--- src/inc/fnfd_pkg.sv ---
// Package for the fractional-N feedback divider: register map, field layout,
// configuration carrier, calibration states and timing constants.
// Assumes a 250 MHz core clock and 32-bit software data.
package fnfd_pkg;

    localparam int unsigned CLK_MHZ = 250;

    // Register byte addresses.
    localparam logic [7:0] ADDR_CTRL   = 8'h00;
    localparam logic [7:0] ADDR_PATH   = 8'h04;
    localparam logic [7:0] ADDR_NINT   = 8'h08;
    localparam logic [7:0] ADDR_NUM    = 8'h0C;
    localparam logic [7:0] ADDR_DEN    = 8'h10;
    localparam logic [7:0] ADDR_RATIO  = 8'h14;
    localparam logic [7:0] ADDR_STATUS = 8'h18;

    localparam int unsigned CTRL_CAL_BIT = 3;

    localparam int unsigned NINT_W  = 12;
    localparam int unsigned FRAC_W  = 32;
    localparam int unsigned RDIV_W  = 8;
    localparam int unsigned MULT_W  = 5;
    localparam int unsigned ORDER_W = 3;
    localparam int unsigned SIG_W   = 5;

    localparam logic [ORDER_W-1:0] ORDER_MAX    = 3'h4;
    localparam logic [1:0]         LOOP_SINGLE  = 2'h3;
    localparam logic [2:0]         PRESCALE_LO  = 3'h2;
    localparam logic [2:0]         PRESCALE_HI  = 3'h4;

    // Reset values.
    localparam logic [NINT_W-1:0] NINT_RST = 12'h0064;
    localparam logic [FRAC_W-1:0] DEN_RST  = 32'h0000_0001;
    localparam logic [31:0]       PATH_RST = 32'h0004_4000;
    localparam logic [31:0]       RATIO_RST = 32'h0001_0101;

    // Time the tuning voltage is held at mid-scale before the oscillator trim.
    localparam int unsigned CAL_MID_NS   = 1000;
    localparam int unsigned CAL_MID_CYC  = (CAL_MID_NS * CLK_MHZ + 999) / 1000;
    localparam int unsigned CAL_REF_EDGES = 16;

    // Reference path and loop setup, laid out as the path register.
    typedef struct packed {
        logic [9:0]         spare;
        logic [3:0]         delaySel;
        logic [3:0]         cpGain;
        logic [1:0]         highCalAdj;
        logic [1:0]         lowCalAdj;
        logic [1:0]         loopCtl;
        logic [ORDER_W-1:0] mashOrder;
        logic               prescale4;
        logic               postDivEn;
        logic               multEn;
        logic               preDivEn;
        logic               doublerEn;
    } fnfd_cfg_t;

    typedef struct packed {
        logic [RDIV_W-1:0] postDiv;
        logic [RDIV_W-1:0] preDiv;
        logic [RDIV_W-1:0] mult;
    } fnfd_ratio_t;

    typedef enum logic [1:0] {
        CAL_IDLE  = 2'b00,
        CAL_FORCE = 2'b01,
        CAL_TRIM  = 2'b11,
        CAL_DONE  = 2'b10
    } fnfd_cal_t;

endpackage

--- src/logic/fnfd_pulse_div.sv ---
// Pulse-rate divider: one output pulse per ratio input pulses.
// Assumes single-cycle input pulses on clk; a ratio of zero acts as one.
`timescale 1ns/1ps
module fnfd_pulse_div #(
    parameter int unsigned W = 8
) (
    input  wire logic         clk,
    input  wire logic         sys_rst,
    input  wire logic         inPulse,
    input  wire logic         bypass,
    input  wire logic [W-1:0] ratio,
    output logic              outPulse
);
    logic [W-1:0] cnt_ff;
    logic [W-1:0] nxt_cnt;
    logic         out_ff;
    logic         nxt_out;

    always_comb begin
        nxt_cnt = cnt_ff;
        nxt_out = 1'b0;
        if (bypass) begin
            nxt_cnt = '0;
            nxt_out = inPulse;
        end else if (inPulse) begin
            if ((cnt_ff + W'(1)) >= ratio) begin
                nxt_cnt = '0;
                nxt_out = 1'b1;
            end else begin
                nxt_cnt = cnt_ff + W'(1);
            end
        end
    end

    always_ff @(posedge clk or posedge sys_rst) begin
        if (sys_rst) begin
            cnt_ff <= '0;
            out_ff <= 1'b0;
        end else begin
            cnt_ff <= nxt_cnt;
            out_ff <= nxt_out;
        end
    end

    assign outPulse = out_ff;
endmodule

--- src/logic/fnfd_mash_stage.sv ---
// One first-order accumulator stage of the noise-shaping modulator.
// Assumes the denominator is nonzero and the increment below it.
`timescale 1ns/1ps
module fnfd_mash_stage #(
    parameter int unsigned W = 32
) (
    input  wire logic         clk,
    input  wire logic         sys_rst,
    input  wire logic         clr,
    input  wire logic         adv,
    input  wire logic         en,
    input  wire logic [W-1:0] inc,
    input  wire logic [W-1:0] den,
    output logic [W-1:0]      acc,
    output logic              carry
);
    logic [W-1:0] acc_ff;
    logic [W-1:0] nxt_acc;
    logic         carry_ff;
    logic         nxt_carry;
    logic [W:0]   sum;

    always_comb begin
        sum       = {1'b0, acc_ff} + {1'b0, inc};
        nxt_acc   = acc_ff;
        nxt_carry = carry_ff;
        if (clr || !en) begin
            nxt_acc   = '0;
            nxt_carry = 1'b0;
        end else if (adv) begin
            // Wraps modulo the denominator, not a power of two.
            if (sum >= {1'b0, den}) begin
                nxt_acc   = W'(sum - {1'b0, den});
                nxt_carry = 1'b1;
            end else begin
                nxt_acc   = sum[W-1:0];
                nxt_carry = 1'b0;
            end
        end
    end

    always_ff @(posedge clk or posedge sys_rst) begin
        if (sys_rst) begin
            acc_ff   <= '0;
            carry_ff <= 1'b0;
        end else begin
            acc_ff   <= nxt_acc;
            carry_ff <= nxt_carry;
        end
    end

    assign acc   = acc_ff;
    assign carry = carry_ff;
endmodule

--- src/logic/fnfd_top.sv ---
// Digital core of the synthesizer loop: reference path, phase detector,
// prescaler, fractional feedback divider and oscillator calibration control.
// Assumes reference and oscillator arrive as asynchronous logic levels slower
// than half the core clock, and software uses the single-cycle register port.
`timescale 1ns/1ps
// Operation
// - Integer feedback divide is twelve programmable bits.
// - Modulator order one to four, or integer.
// - Denominator is thirty-two bits, one upward.
// - Average divide equals integer plus numerator/denominator.
// - Prescaler divides oscillator by two or four.
// - Oscillator equals detector times prescale times ratio.
// - Step is detector times prescale over denominator.
// - Dual-loop detector is the default mode.
// - Detector compares reference and feedback; gain programmable.
// - Each reference stage can be bypassed.
// - Doubler pulses on both reference edges.
// - Each calibration forces tuning mid-scale first.
// - Writing control with trigger bit starts calibration.
module fnfd_top
#(
    parameter int unsigned MID_CYC   = fnfd_pkg::CAL_MID_CYC,
    parameter int unsigned REF_EDGES = fnfd_pkg::CAL_REF_EDGES
) (
    input  wire logic                 clk,
    input  wire logic                 sys_rst,
    input  wire logic                 referenceInput,
    input  wire logic                 oscillatorInput,
    input  wire logic [7:0]           regAddr,
    input  wire logic [31:0]          regWrData,
    input  wire logic                 regWr,
    input  wire logic                 regRd,
    output logic [31:0]               regRdData,
    output logic                      chargeUp,
    output logic                      chargeDn,
    output logic [3:0]                cpGain,
    output logic                      singleLoop,
    output logic                      vtuneMid,
    output logic                      calBusy,
    output logic                      detRefPulse,
    output logic                      detFbPulse
);
    import fnfd_pkg::*;
    // Input synchronisers; only the second stage is looked at.
    logic [1:0] refSync_ff;
    logic [1:0] oscSync_ff;
    logic       refLast_ff;
    logic       oscLast_ff;

    // Software state.
    fnfd_cfg_t         cfg_ff,   nxt_cfg;
    fnfd_ratio_t       ratio_ff, nxt_ratio;
    logic [NINT_W-1:0] nInt_ff,  nxt_nInt;
    logic [FRAC_W-1:0] num_ff,   nxt_num;
    logic [FRAC_W-1:0] den_ff,   nxt_den;
    logic [31:0]       rd_ff,    nxt_rd;
    logic              calStart;
    // Calibration.
    fnfd_cal_t cal_ff, nxt_cal;
    logic [15:0] calCnt_ff, nxt_calCnt;
    // Multiplier burst, detector and modulator state.
    logic [RDIV_W-1:0] burst_ff, nxt_burst;
    logic              burstGap_ff, nxt_burstGap;
    logic              up_ff, nxt_up;
    logic              dn_ff, nxt_dn;
    logic [3:0]        dly_ff, nxt_dly;
    logic signed [SIG_W-1:0] sigD_ff [2:4];
    logic signed [SIG_W-1:0] nxt_sigD [2:4];
    logic              refP_ff, fbP_ff, mid_ff, busy_ff, loop_ff;

    logic refRise, refFall, oscRise, dblPulse, preOut, multPulse, postOut;
    logic psOut, fbWrap;
    logic [2:0] psRatio;
    logic [NINT_W:0] fbRatio;
    logic signed [SIG_W-1:0] sig [1:4];
    logic signed [NINT_W+1:0] nSum;
    logic [FRAC_W-1:0] acc [0:4];
    logic [4:1] carry;
    logic fracEn;

    assign refRise = refSync_ff[1] & ~refLast_ff;
    assign refFall = ~refSync_ff[1] & refLast_ff;
    assign oscRise = oscSync_ff[1] & ~oscLast_ff;

    // Register port.
    always_comb begin
        nxt_cfg   = cfg_ff;
        nxt_ratio = ratio_ff;
        nxt_nInt  = nInt_ff;
        nxt_num   = num_ff;
        nxt_den   = den_ff;
        nxt_rd    = '0;
        calStart  = 1'b0;
        if (regWr) begin
            case (regAddr)
                ADDR_CTRL:  calStart = regWrData[CTRL_CAL_BIT];
                ADDR_PATH:  nxt_cfg   = fnfd_cfg_t'(regWrData);
                ADDR_NINT:  nxt_nInt  = regWrData[NINT_W-1:0];
                ADDR_NUM:   nxt_num   = regWrData;
                ADDR_DEN:   nxt_den   = regWrData;
                ADDR_RATIO: nxt_ratio = fnfd_ratio_t'(regWrData[3*RDIV_W-1:0]);
                default: ;
            endcase
        end
        if (regRd) begin
            case (regAddr)
                ADDR_PATH:   nxt_rd = 32'(cfg_ff);
                ADDR_NINT:   nxt_rd = 32'(nInt_ff);
                ADDR_NUM:    nxt_rd = num_ff;
                ADDR_DEN:    nxt_rd = den_ff;
                ADDR_RATIO:  nxt_rd = 32'(ratio_ff);
                ADDR_STATUS: nxt_rd = {17'h0_0000, 2'(cal_ff), fbRatio};
                default:     nxt_rd = '0;
            endcase
        end
    end

    // Reference path: doubler, pre-divider, multiplier, post-divider.
    assign dblPulse = refRise | (cfg_ff.doublerEn & refFall);

    fnfd_pulse_div #(.W(RDIV_W)) u_preDiv (
        .clk      (clk),
        .sys_rst  (sys_rst),
        .inPulse  (dblPulse),
        .bypass   (~cfg_ff.preDivEn),
        .ratio    (ratio_ff.preDiv),
        .outPulse (preOut)
    );

    // The multiplier replays each input pulse as a burst spaced two cycles
    // apart, so it only holds its ratio while the input is slow enough.
    always_comb begin
        nxt_burst    = burst_ff;
        nxt_burstGap = 1'b0;
        multPulse    = 1'b0;
        if (!cfg_ff.multEn) begin
            multPulse = preOut;
            nxt_burst = '0;
        end else if (preOut) begin
            nxt_burst = ratio_ff.mult;
        end else if (burst_ff != '0 && !burstGap_ff) begin
            multPulse    = 1'b1;
            nxt_burstGap = 1'b1;
            nxt_burst    = burst_ff - RDIV_W'(1);
        end
    end

    fnfd_pulse_div #(.W(RDIV_W)) u_postDiv (
        .clk      (clk),
        .sys_rst  (sys_rst),
        .inPulse  (multPulse),
        .bypass   (~cfg_ff.postDivEn),
        .ratio    (ratio_ff.postDiv),
        .outPulse (postOut)
    );
    // Prescaler then feedback divider.
    assign psRatio = cfg_ff.prescale4 ? PRESCALE_HI : PRESCALE_LO;
    fnfd_pulse_div #(.W(3)) u_prescale (
        .clk      (clk),
        .sys_rst  (sys_rst),
        .inPulse  (oscRise),
        .bypass   (1'b0),
        .ratio    (psRatio),
        .outPulse (psOut)
    );

    fnfd_pulse_div #(.W(NINT_W+1)) u_fbDiv (
        .clk      (clk),
        .sys_rst  (sys_rst),
        .inPulse  (psOut),
        .bypass   (1'b0),
        .ratio    (fbRatio),
        .outPulse (fbWrap)
    );

    // Modulator stages advance once per feedback cycle.
    assign acc[0] = num_ff;
    assign fracEn = (den_ff != '0) && (cal_ff == CAL_IDLE);

    genvar k;
    generate
        for (k = 1; k <= 4; k++) begin : g_stage
            fnfd_mash_stage #(.W(FRAC_W)) u_stage (
                .clk     (clk),
                .sys_rst (sys_rst),
                .clr     (calStart),
                .adv     (fbWrap),
                .en      (fracEn && (cfg_ff.mashOrder >= ORDER_W'(k))
                          && (cfg_ff.mashOrder <= ORDER_MAX)),
                .inc     (acc[k-1]),
                .den     (den_ff),
                .acc     (acc[k]),
                .carry   (carry[k])
            );
        end
    endgenerate

    // Cascade recombination: each lower stage adds the difference of the next.
    always_comb begin
        sig[4] = $signed({4'h0, carry[4]});
        for (int i = 3; i >= 1; i--) begin
            sig[i] = $signed({4'h0, carry[i]}) + sig[i+1] - sigD_ff[i+1];
        end
        for (int i = 2; i <= 4; i++) begin
            nxt_sigD[i] = fbWrap ? sig[i] : sigD_ff[i];
        end
        nSum = $signed({2'b00, nInt_ff}) + (NINT_W+2)'(sig[1]);
        if (nSum < 1) begin
            fbRatio = (NINT_W+1)'(1);
        end else begin
            fbRatio = nSum[NINT_W:0];
        end
    end

    // Phase detector with a programmable reset delay.
    always_comb begin
        nxt_up  = up_ff | postOut;
        nxt_dn  = dn_ff | fbWrap;
        nxt_dly = '0;
        if (cal_ff != CAL_IDLE) begin
            nxt_up = 1'b0;
            nxt_dn = 1'b0;
        end else if (up_ff && dn_ff) begin
            // Both sides stay on for the delay to avoid a dead zone.
            nxt_dly = dly_ff + 4'h1;
            if (dly_ff >= cfg_ff.delaySel) begin
                nxt_up  = postOut;
                nxt_dn  = fbWrap;
                nxt_dly = '0;
            end
        end
    end

    // Calibration: hold tuning at mid-scale, then trim against the reference.
    always_comb begin
        nxt_cal    = cal_ff;
        nxt_calCnt = calCnt_ff;
        case (cal_ff)
            CAL_IDLE: nxt_calCnt = '0;
            CAL_FORCE: begin
                nxt_calCnt = calCnt_ff + 16'h0001;
                if (calCnt_ff >= 16'(MID_CYC - 1)) begin
                    nxt_cal    = CAL_TRIM;
                    nxt_calCnt = '0;
                end
            end
            CAL_TRIM: begin
                // Reference edges pace the trim, so a dead reference stalls it.
                if (refRise) begin
                    nxt_calCnt = calCnt_ff + 16'h0001;
                end
                if (calCnt_ff >= 16'(REF_EDGES)) begin
                    nxt_cal = CAL_DONE;
                end
            end
            CAL_DONE: nxt_cal = CAL_IDLE;
            default:  nxt_cal = CAL_IDLE;
        endcase
        if (calStart) begin
            nxt_cal    = CAL_FORCE;
            nxt_calCnt = '0;
        end
    end
    always_ff @(posedge clk or posedge sys_rst) begin
        if (sys_rst) begin
            refSync_ff  <= 2'h0;
            oscSync_ff  <= 2'h0;
            refLast_ff  <= 1'b0;
            oscLast_ff  <= 1'b0;
            cfg_ff      <= fnfd_cfg_t'(PATH_RST);
            ratio_ff    <= fnfd_ratio_t'(RATIO_RST[3*RDIV_W-1:0]);
            nInt_ff     <= NINT_RST;
            num_ff      <= '0;
            den_ff      <= DEN_RST;
            rd_ff       <= '0;
            cal_ff      <= CAL_IDLE;
            calCnt_ff   <= '0;
            burst_ff    <= '0;
            burstGap_ff <= 1'b0;
            up_ff       <= 1'b0;
            dn_ff       <= 1'b0;
            dly_ff      <= '0;
            refP_ff     <= 1'b0;
            fbP_ff      <= 1'b0;
            mid_ff      <= 1'b0;
            busy_ff     <= 1'b0;
            loop_ff     <= 1'b0;
            sigD_ff     <= '{default: '0};
        end else begin
            refSync_ff  <= {refSync_ff[0], referenceInput};
            oscSync_ff  <= {oscSync_ff[0], oscillatorInput};
            refLast_ff  <= refSync_ff[1];
            oscLast_ff  <= oscSync_ff[1];
            cfg_ff      <= nxt_cfg;
            ratio_ff    <= nxt_ratio;
            nInt_ff     <= nxt_nInt;
            num_ff      <= nxt_num;
            den_ff      <= nxt_den;
            rd_ff       <= nxt_rd;
            cal_ff      <= nxt_cal;
            calCnt_ff   <= nxt_calCnt;
            burst_ff    <= nxt_burst;
            burstGap_ff <= nxt_burstGap;
            up_ff       <= nxt_up;
            dn_ff       <= nxt_dn;
            dly_ff      <= nxt_dly;
            refP_ff     <= postOut;
            fbP_ff      <= fbWrap;
            mid_ff      <= nxt_cal == CAL_FORCE;
            busy_ff     <= nxt_cal != CAL_IDLE;
            loop_ff     <= nxt_cfg.loopCtl == LOOP_SINGLE;
            sigD_ff     <= nxt_sigD;
        end
    end

    assign regRdData   = rd_ff;
    assign chargeUp    = up_ff;
    assign chargeDn    = dn_ff;
    assign cpGain      = cfg_ff.cpGain;
    assign singleLoop  = loop_ff;
    assign vtuneMid    = mid_ff;
    assign calBusy     = busy_ff;
    assign detRefPulse = refP_ff;
    assign detFbPulse  = fbP_ff;
endmodule

--- config.mk ---
export PLATFORM = sky130hd
export DESIGN_NAME = fnfd_top
export DESIGN_NICKNAME = d
export VERILOG_FILES = /design/src/inc/fnfd_pkg.sv /design/src/logic/fnfd_pulse_div.sv /design/src/logic/fnfd_mash_stage.sv /design/src/logic/fnfd_top.sv
export SDC_FILE = /design/constraint.sdc
export NUM_CORES = 2
export LEC_CHECK = 0
export ABC_AREA = 1
export BUFFER_PORTS_ARGS = -buffer_cell sky130_fd_sc_hd__buf_2
export CORE_AREA = 2 2 297 270
export DETAILED_ROUTE_END_ITERATION = 10
export DIE_AREA = 0 0 299 272
export PLACE_DENSITY = 0.6
export SYNTH_ARGS = -nofsm -noshare
export SYNTH_HDL_FRONTEND = slang
export SYNTH_SLANG_ARGS = --single-unit
--- constraint.sdc ---
create_clock -name clk -period 15.6 [get_ports clk]
set_clock_uncertainty 0.1 [all_clocks]
set_input_delay 1.56 -clock clk [delete_from_list [all_inputs] [get_ports clk]]
set_output_delay 1.56 -clock clk [all_outputs]
set_load 0.05 [all_outputs]
# Word-level counts from Yosys, hierarchy flattened

Cells that the tools add are included.

Register bits: 385
Input bits: 46
Output and inout bits: 43
Word-level logic and storage cells: 229

Add/subtract/negate cells: 22
$lt $le $gt $ge: 17
Equality and inequality tests: 15
Muxes and demuxes: 74
Bitwise operators: 10
Reduce and logical (&&, ||, !) cells: 37

Operators with widths:

| cell                                                                | count |
|---|---|
| two-way mux 32 bit                                                  | 13 |
| one-hot mux 32 bit (6 select lines)                                 | 1 |
| adder 32 x 32 -> 33 bit                                             | 4 |
| greater-or-equal comparator 33 x 32 -> 1 bit                        | 4 |
| subtractor 32 bit                                                   | 4 |
| two-way mux 8 bit                                                   | 9 |
| two-way mux 16 bit                                                  | 3 |
| one-hot mux 16 bit (3 select lines)                                 | 1 |
| two-way mux 1 bit                                                   | 34 |
| nonzero test 32 bit                                                 | 1 |
| two-way mux 13 bit                                                  | 2 |
| equality test 8 x 5 -> 1 bit (second input constant)                | 3 |
| two-way mux 10 bit                                                  | 2 |
| adder 16 x 1 -> 16 bit (second input constant)                      | 1 |
| adder 8 x 1 -> 8 bit (second input constant)                        | 2 |
| equality test 8 x 4 -> 1 bit (second input constant)                | 2 |
| greater-or-equal comparator 16 x 5 -> 1 bit (second input constant) | 1 |
| greater-or-equal comparator 16 x 8 -> 1 bit (second input constant) | 1 |
| greater-or-equal comparator 8 bit                                   | 2 |
| adder 13 x 5 -> 14 bit                                              | 1 |
| less-than comparator 14 x 2 -> 1 bit (second input constant)        | 1 |
| adder 13 x 1 -> 13 bit (second input constant)                      | 1 |
| greater-or-equal comparator 13 bit                                  | 1 |
| two-way mux 4 bit                                                   | 3 |
| 36 further kinds                                                    | 78 |

# Logic depth before layout (Yosys ltp)

Word-level depth: 12
Mapped depth: 50
Depth with buffers taken out: 49

# Hierarchy

A second synthesis with hierarchy kept.

Cells, all modules: 6665
Area total of the unflattened synthesis: 41353.4 µm²

By module, submodules not included:

| module                                    | times used | cells each | area an instance (µm²) | seq. area each (µm²) |
|---|---|---|---|---|
| fnfd_mash_stage at g_stage[1].u_stage ... | 3          | 1230       | 6832.8                 | 825.8 |
| fnfd_top                                  | 1          | 1298       | 10905.5                | 5441.5 |
| fnfd_mash_stage at g_stage[2].u_stage     | 1          | 1256       | 7025.5                 | 825.8 |
| fnfd_pulse_div at u_postDiv ...           | 2          | 99         | 714.4                  | 225.2 |
| fnfd_pulse_div at u_fbDiv                 | 1          | 183        | 1221.2                 | 350.3 |
| fnfd_pulse_div at u_prescale              | 1          | 40         | 274.0                  | 100.1 |

# Least setup slack after synthesis

No wires, ideal clock.

Kind: register -> register
Start point: reg sigD_ff[0] in the netlist's numbering
End point: reg u_fbDiv.cnt_ff[10]
Setup time: 0.083 ns
Arrival time: 6.263 ns
Required time: 15.417 ns
Path slack: 9.155 ns
Cell stages (with the launch flop): 47
Buffers on the path: 1
Period minus slack after synthesis: 6.445 ns
Cells stage by stage: dfrtp_1 ha_1 inv_1 ha_1 inv_1 ha_1 ha_1 ha_1 a21oi_1 nand2_1 xnor2_1 ha_1 ha_1 a21oi_1 nand2_1 nand2_1 nand2_1 nand2_1 [... 11 more ...] nand2_2 nand2_1 nor2_2 nand3_2 nand2_1 inv_1 nand2_1 ha_1 a21oi_1 o21ai_0 a21oi_1 nor2_1 o21ai_0 nand3_1 inv_1 clkbuf_1 nand3_1 o21ai_0

RTL lines:

| element                  | RTL line             | text |
|---|---|---|
| start: declaration       | fnfd_top.sv:67       | `logic signed [SIG_W-1:0] sigD_ff [2:4];` |
| start signal: assignment | fnfd_top.sv:312      | `sigD_ff <= nxt_sigD;` |
| end signal: assignment   | fnfd_pulse_div.sv:40 | `cnt_ff <= nxt_cnt;` |
| end: declaration         | fnfd_pulse_div.sv:14 | `logic [W-1:0] cnt_ff;` |

==> run metrics <==
status=finished, final reports clean; Layout Cells excl Fill=6193; kind of cell adding the most delay to the critical path=adder cells; Port Buf Inserts=88; DR WL/cell=21.06 um; post-synthesis sequential area ratio=27.67%; CP Launch Type=register; synth cell count leaders=1227 x nand2_1, 629 x inv_1, 519 x nand3_1, 400 x nor2_1, 376 x dfrtp_1; Syn Area/Cell=6.895 um^2; first-pass GRT wire length=194800 um; Multi-input gate area=22300 um^2; WP data required=16020 ps; Post-synth ARST share=100.0%; Area after DPL=36250 um^2; layout cells sized above 1=5.412%; Post-CTS Resized=0; row count=98; Rel. slew slack=18.43%; HPWL after DPL=102200 um; flops & latches, synth=385; # fillers=8146; routed via count=34570; post-route setup slack=8058 ps; initial antenna violation count=4; hold-fix buffer count after cts=0; top_reg_cell synth=dfrtp_1; Ys Warns=0; crit-path max FO=16; Buf/Inv on CP=7; final hold vios=0; clk root buf=clkbuf_16; RSZ-0062 raised after global routing=no; GR Overflow Total=0; initial core utilization=44.42%; post-CTS setup buffers=0; setup tns final=0 ps; largest net degree at the start of global routing=140; core box area=78480 um^2; Die Ht=272 um; Slowest-stage cell, CP=dfrtp_1; synth top area cells=dfrtp_1 27%, nand2_1 13%, ha_1 12%; Via density=5.581; sequential standard cell area=9646 um^2; P_leak=19.89 nW; CTS tree=built; H-tree levels=2; Final min period=7542 ps; Max VDD drop=0.00007949 V; fin. max-slew vios=0; post-synth top area share=26.99%; cell taking the most area after synthesis=dfrtp_1; achievable frequency=132.6 MHz; Area Overhead vs Synth=8.909%; critical path data arrival time=7960 ps; Tot GR Track Use=31.30%; Num CTS Buffers=48; die area=81330 um^2; Die X=299 um; final core utilization=48.37%; Setup CP Type=reg -> reg; Synth Instances=5055; I/O Pins=89; gpl congestion=0.9893; Placement Setup Slack=8078 ps; Post-synth EDFFs=0; Least-Margin Pin Slew=1219 ps; most frequent CP cell=nand2_1; max-capacitance violation count=0; clk sink count=385; final period utilization=48.35%; post-synthesis cell type count=66; Hold Path Class=reg -> reg; CTS Buffer Depth=3; # nets final=5494; Hold WS=244.7 ps; count leader, synth=nand2_1; pwr dens=71.70 nW/um^2; total wire length=130400 um; Worst-path clk slew=60 ps; # placed instances=6098; design area=37960 um^2; setup violators final=0; critical path's largest stage delay=390 ps; Pwr Total=2.722 mW; Clock Latency Late Sink=620 ps; # DRC=0; DRT iter0 DRCs=3457; final antenna-violating net count=0; Initial DRT Pass Iterations=7; vias in the first global route=31570; syn nets=5451; crit end category=register; Mapped Area=34860 um^2
==> cells by family (layout without fill, tap and decap cells) <==
logic type                 count (synthesis)  in the layout  synth area share [%]
AOI/OAI and AO/OA                        941            941                 15.48
and+or+nand+nor                         2384           2384                 29.36
other                                      0              6                     0
adders and majority gates                350            350                 12.80
buffers and inverters                    751            833                 8.554
muxes                                      1              1               0.02872
DFF                                      385            385                 27.67
xor gates and xnor gates                 243            243                 6.106
==> where the power goes <==
part	total, mW	switching [mW]	internal (mW)	leakage [nW]
logic	0.422	0.312	0.110	13.9
registers	1.07	0.0376	1.03	5.15
clock network	1.23	0.487	0.740	0.840
total	2.72	0.837	1.88	19.9
==> sequential cells by signal (all words and copies together), names as in the netlist, 3 cells and up <==
register and flops:
u_prescale.cnt_ff 3, cpGain 4, dly_ff 4, g_stage.u_stage.carry 4, num_ff 32, cfg_ff 28
u_fbDiv.cnt_ff 13, ratio_ff 24, g_stage.u_stage.acc 128, calCnt_ff 16, den_ff 32, nInt_ff 12
u_preDiv.cnt_ff 8, sigD_ff 9, u_postDiv.cnt_ff 8, burst_ff 8, regRdData 32
==> placed cells by master, fill, tap and decap left out, types with 27 or more instances in the layout <==
master | Yosys | final
a21o_1 | 40 | 40
a21oi_1 | 318 | 318
buf_2 | 28 | 88
clkbuf_16 | 0 | 48
dfrtp_1 | 376 | 376
ha_1 | 339 | 339
inv_1 | 629 | 628
nand2_1 | 1227 | 1225
nand3_1 | 519 | 519
nand4_1 | 61 | 61
nor2_1 | 400 | 394
nor3_1 | 70 | 69
o211ai_1 | 36 | 36
o21ai_0 | 359 | 358
o21bai_1 | 27 | 27
xnor2_1 | 59 | 59
xor2_1 | 184 | 184
==> per-layer routing <==
layer / track usage [%] / vias up / part of all wire [%]
met5: 0 / - / 0.012
met4: 8.987 / 2 / 2.7
met3: 7.769 / 175 / 9.3
met2: 45.81 / 1266 / 42
met1: 45.39 / 16160 / 46
li1: - / 16970 / -
==> area by class of cell <==
class                   instances  area share (%)
inverters                     638           6.328
multi-input cells            3919           58.74
flip-flops and latches        385           25.41
diodes                          6         0.03955
well taps                    1050           3.461
clock inverters                22          0.9064
repair buffers                106           1.549
clock buffers                  67           3.563
==> final timing paths <==
path / slack (ps) / start / to / cells after the start
worst min register to register: 240 / oscSync_ff[0]$_DFF_PP0_ / oscSync_ff[1]$_DFF_PP0_ / 0
worst max register to register: 8060 / sigD_ff[0]$_DFFE_PP0P_ / u_fbDiv.cnt_ff[0]$_DFFE_PP0P_ / 45
worst min-delay path: 240 / oscSync_ff[0]$_DFF_PP0_ / oscSync_ff[1]$_DFF_PP0_ / 0
worst max-delay path: 8060 / sigD_ff[0]$_DFFE_PP0P_ / u_fbDiv.cnt_ff[0]$_DFFE_PP0P_ / 45
max in group asynchronous: 11540 / sys_rst / u_postDiv.cnt_ff[6]$_DFFE_PP0P_ / 5
min in group asynchronous: 1000 / sys_rst / regRdData[7]$_DFF_PP0_ / 2
Note: power is estimated with default switching activity, not from simulation.
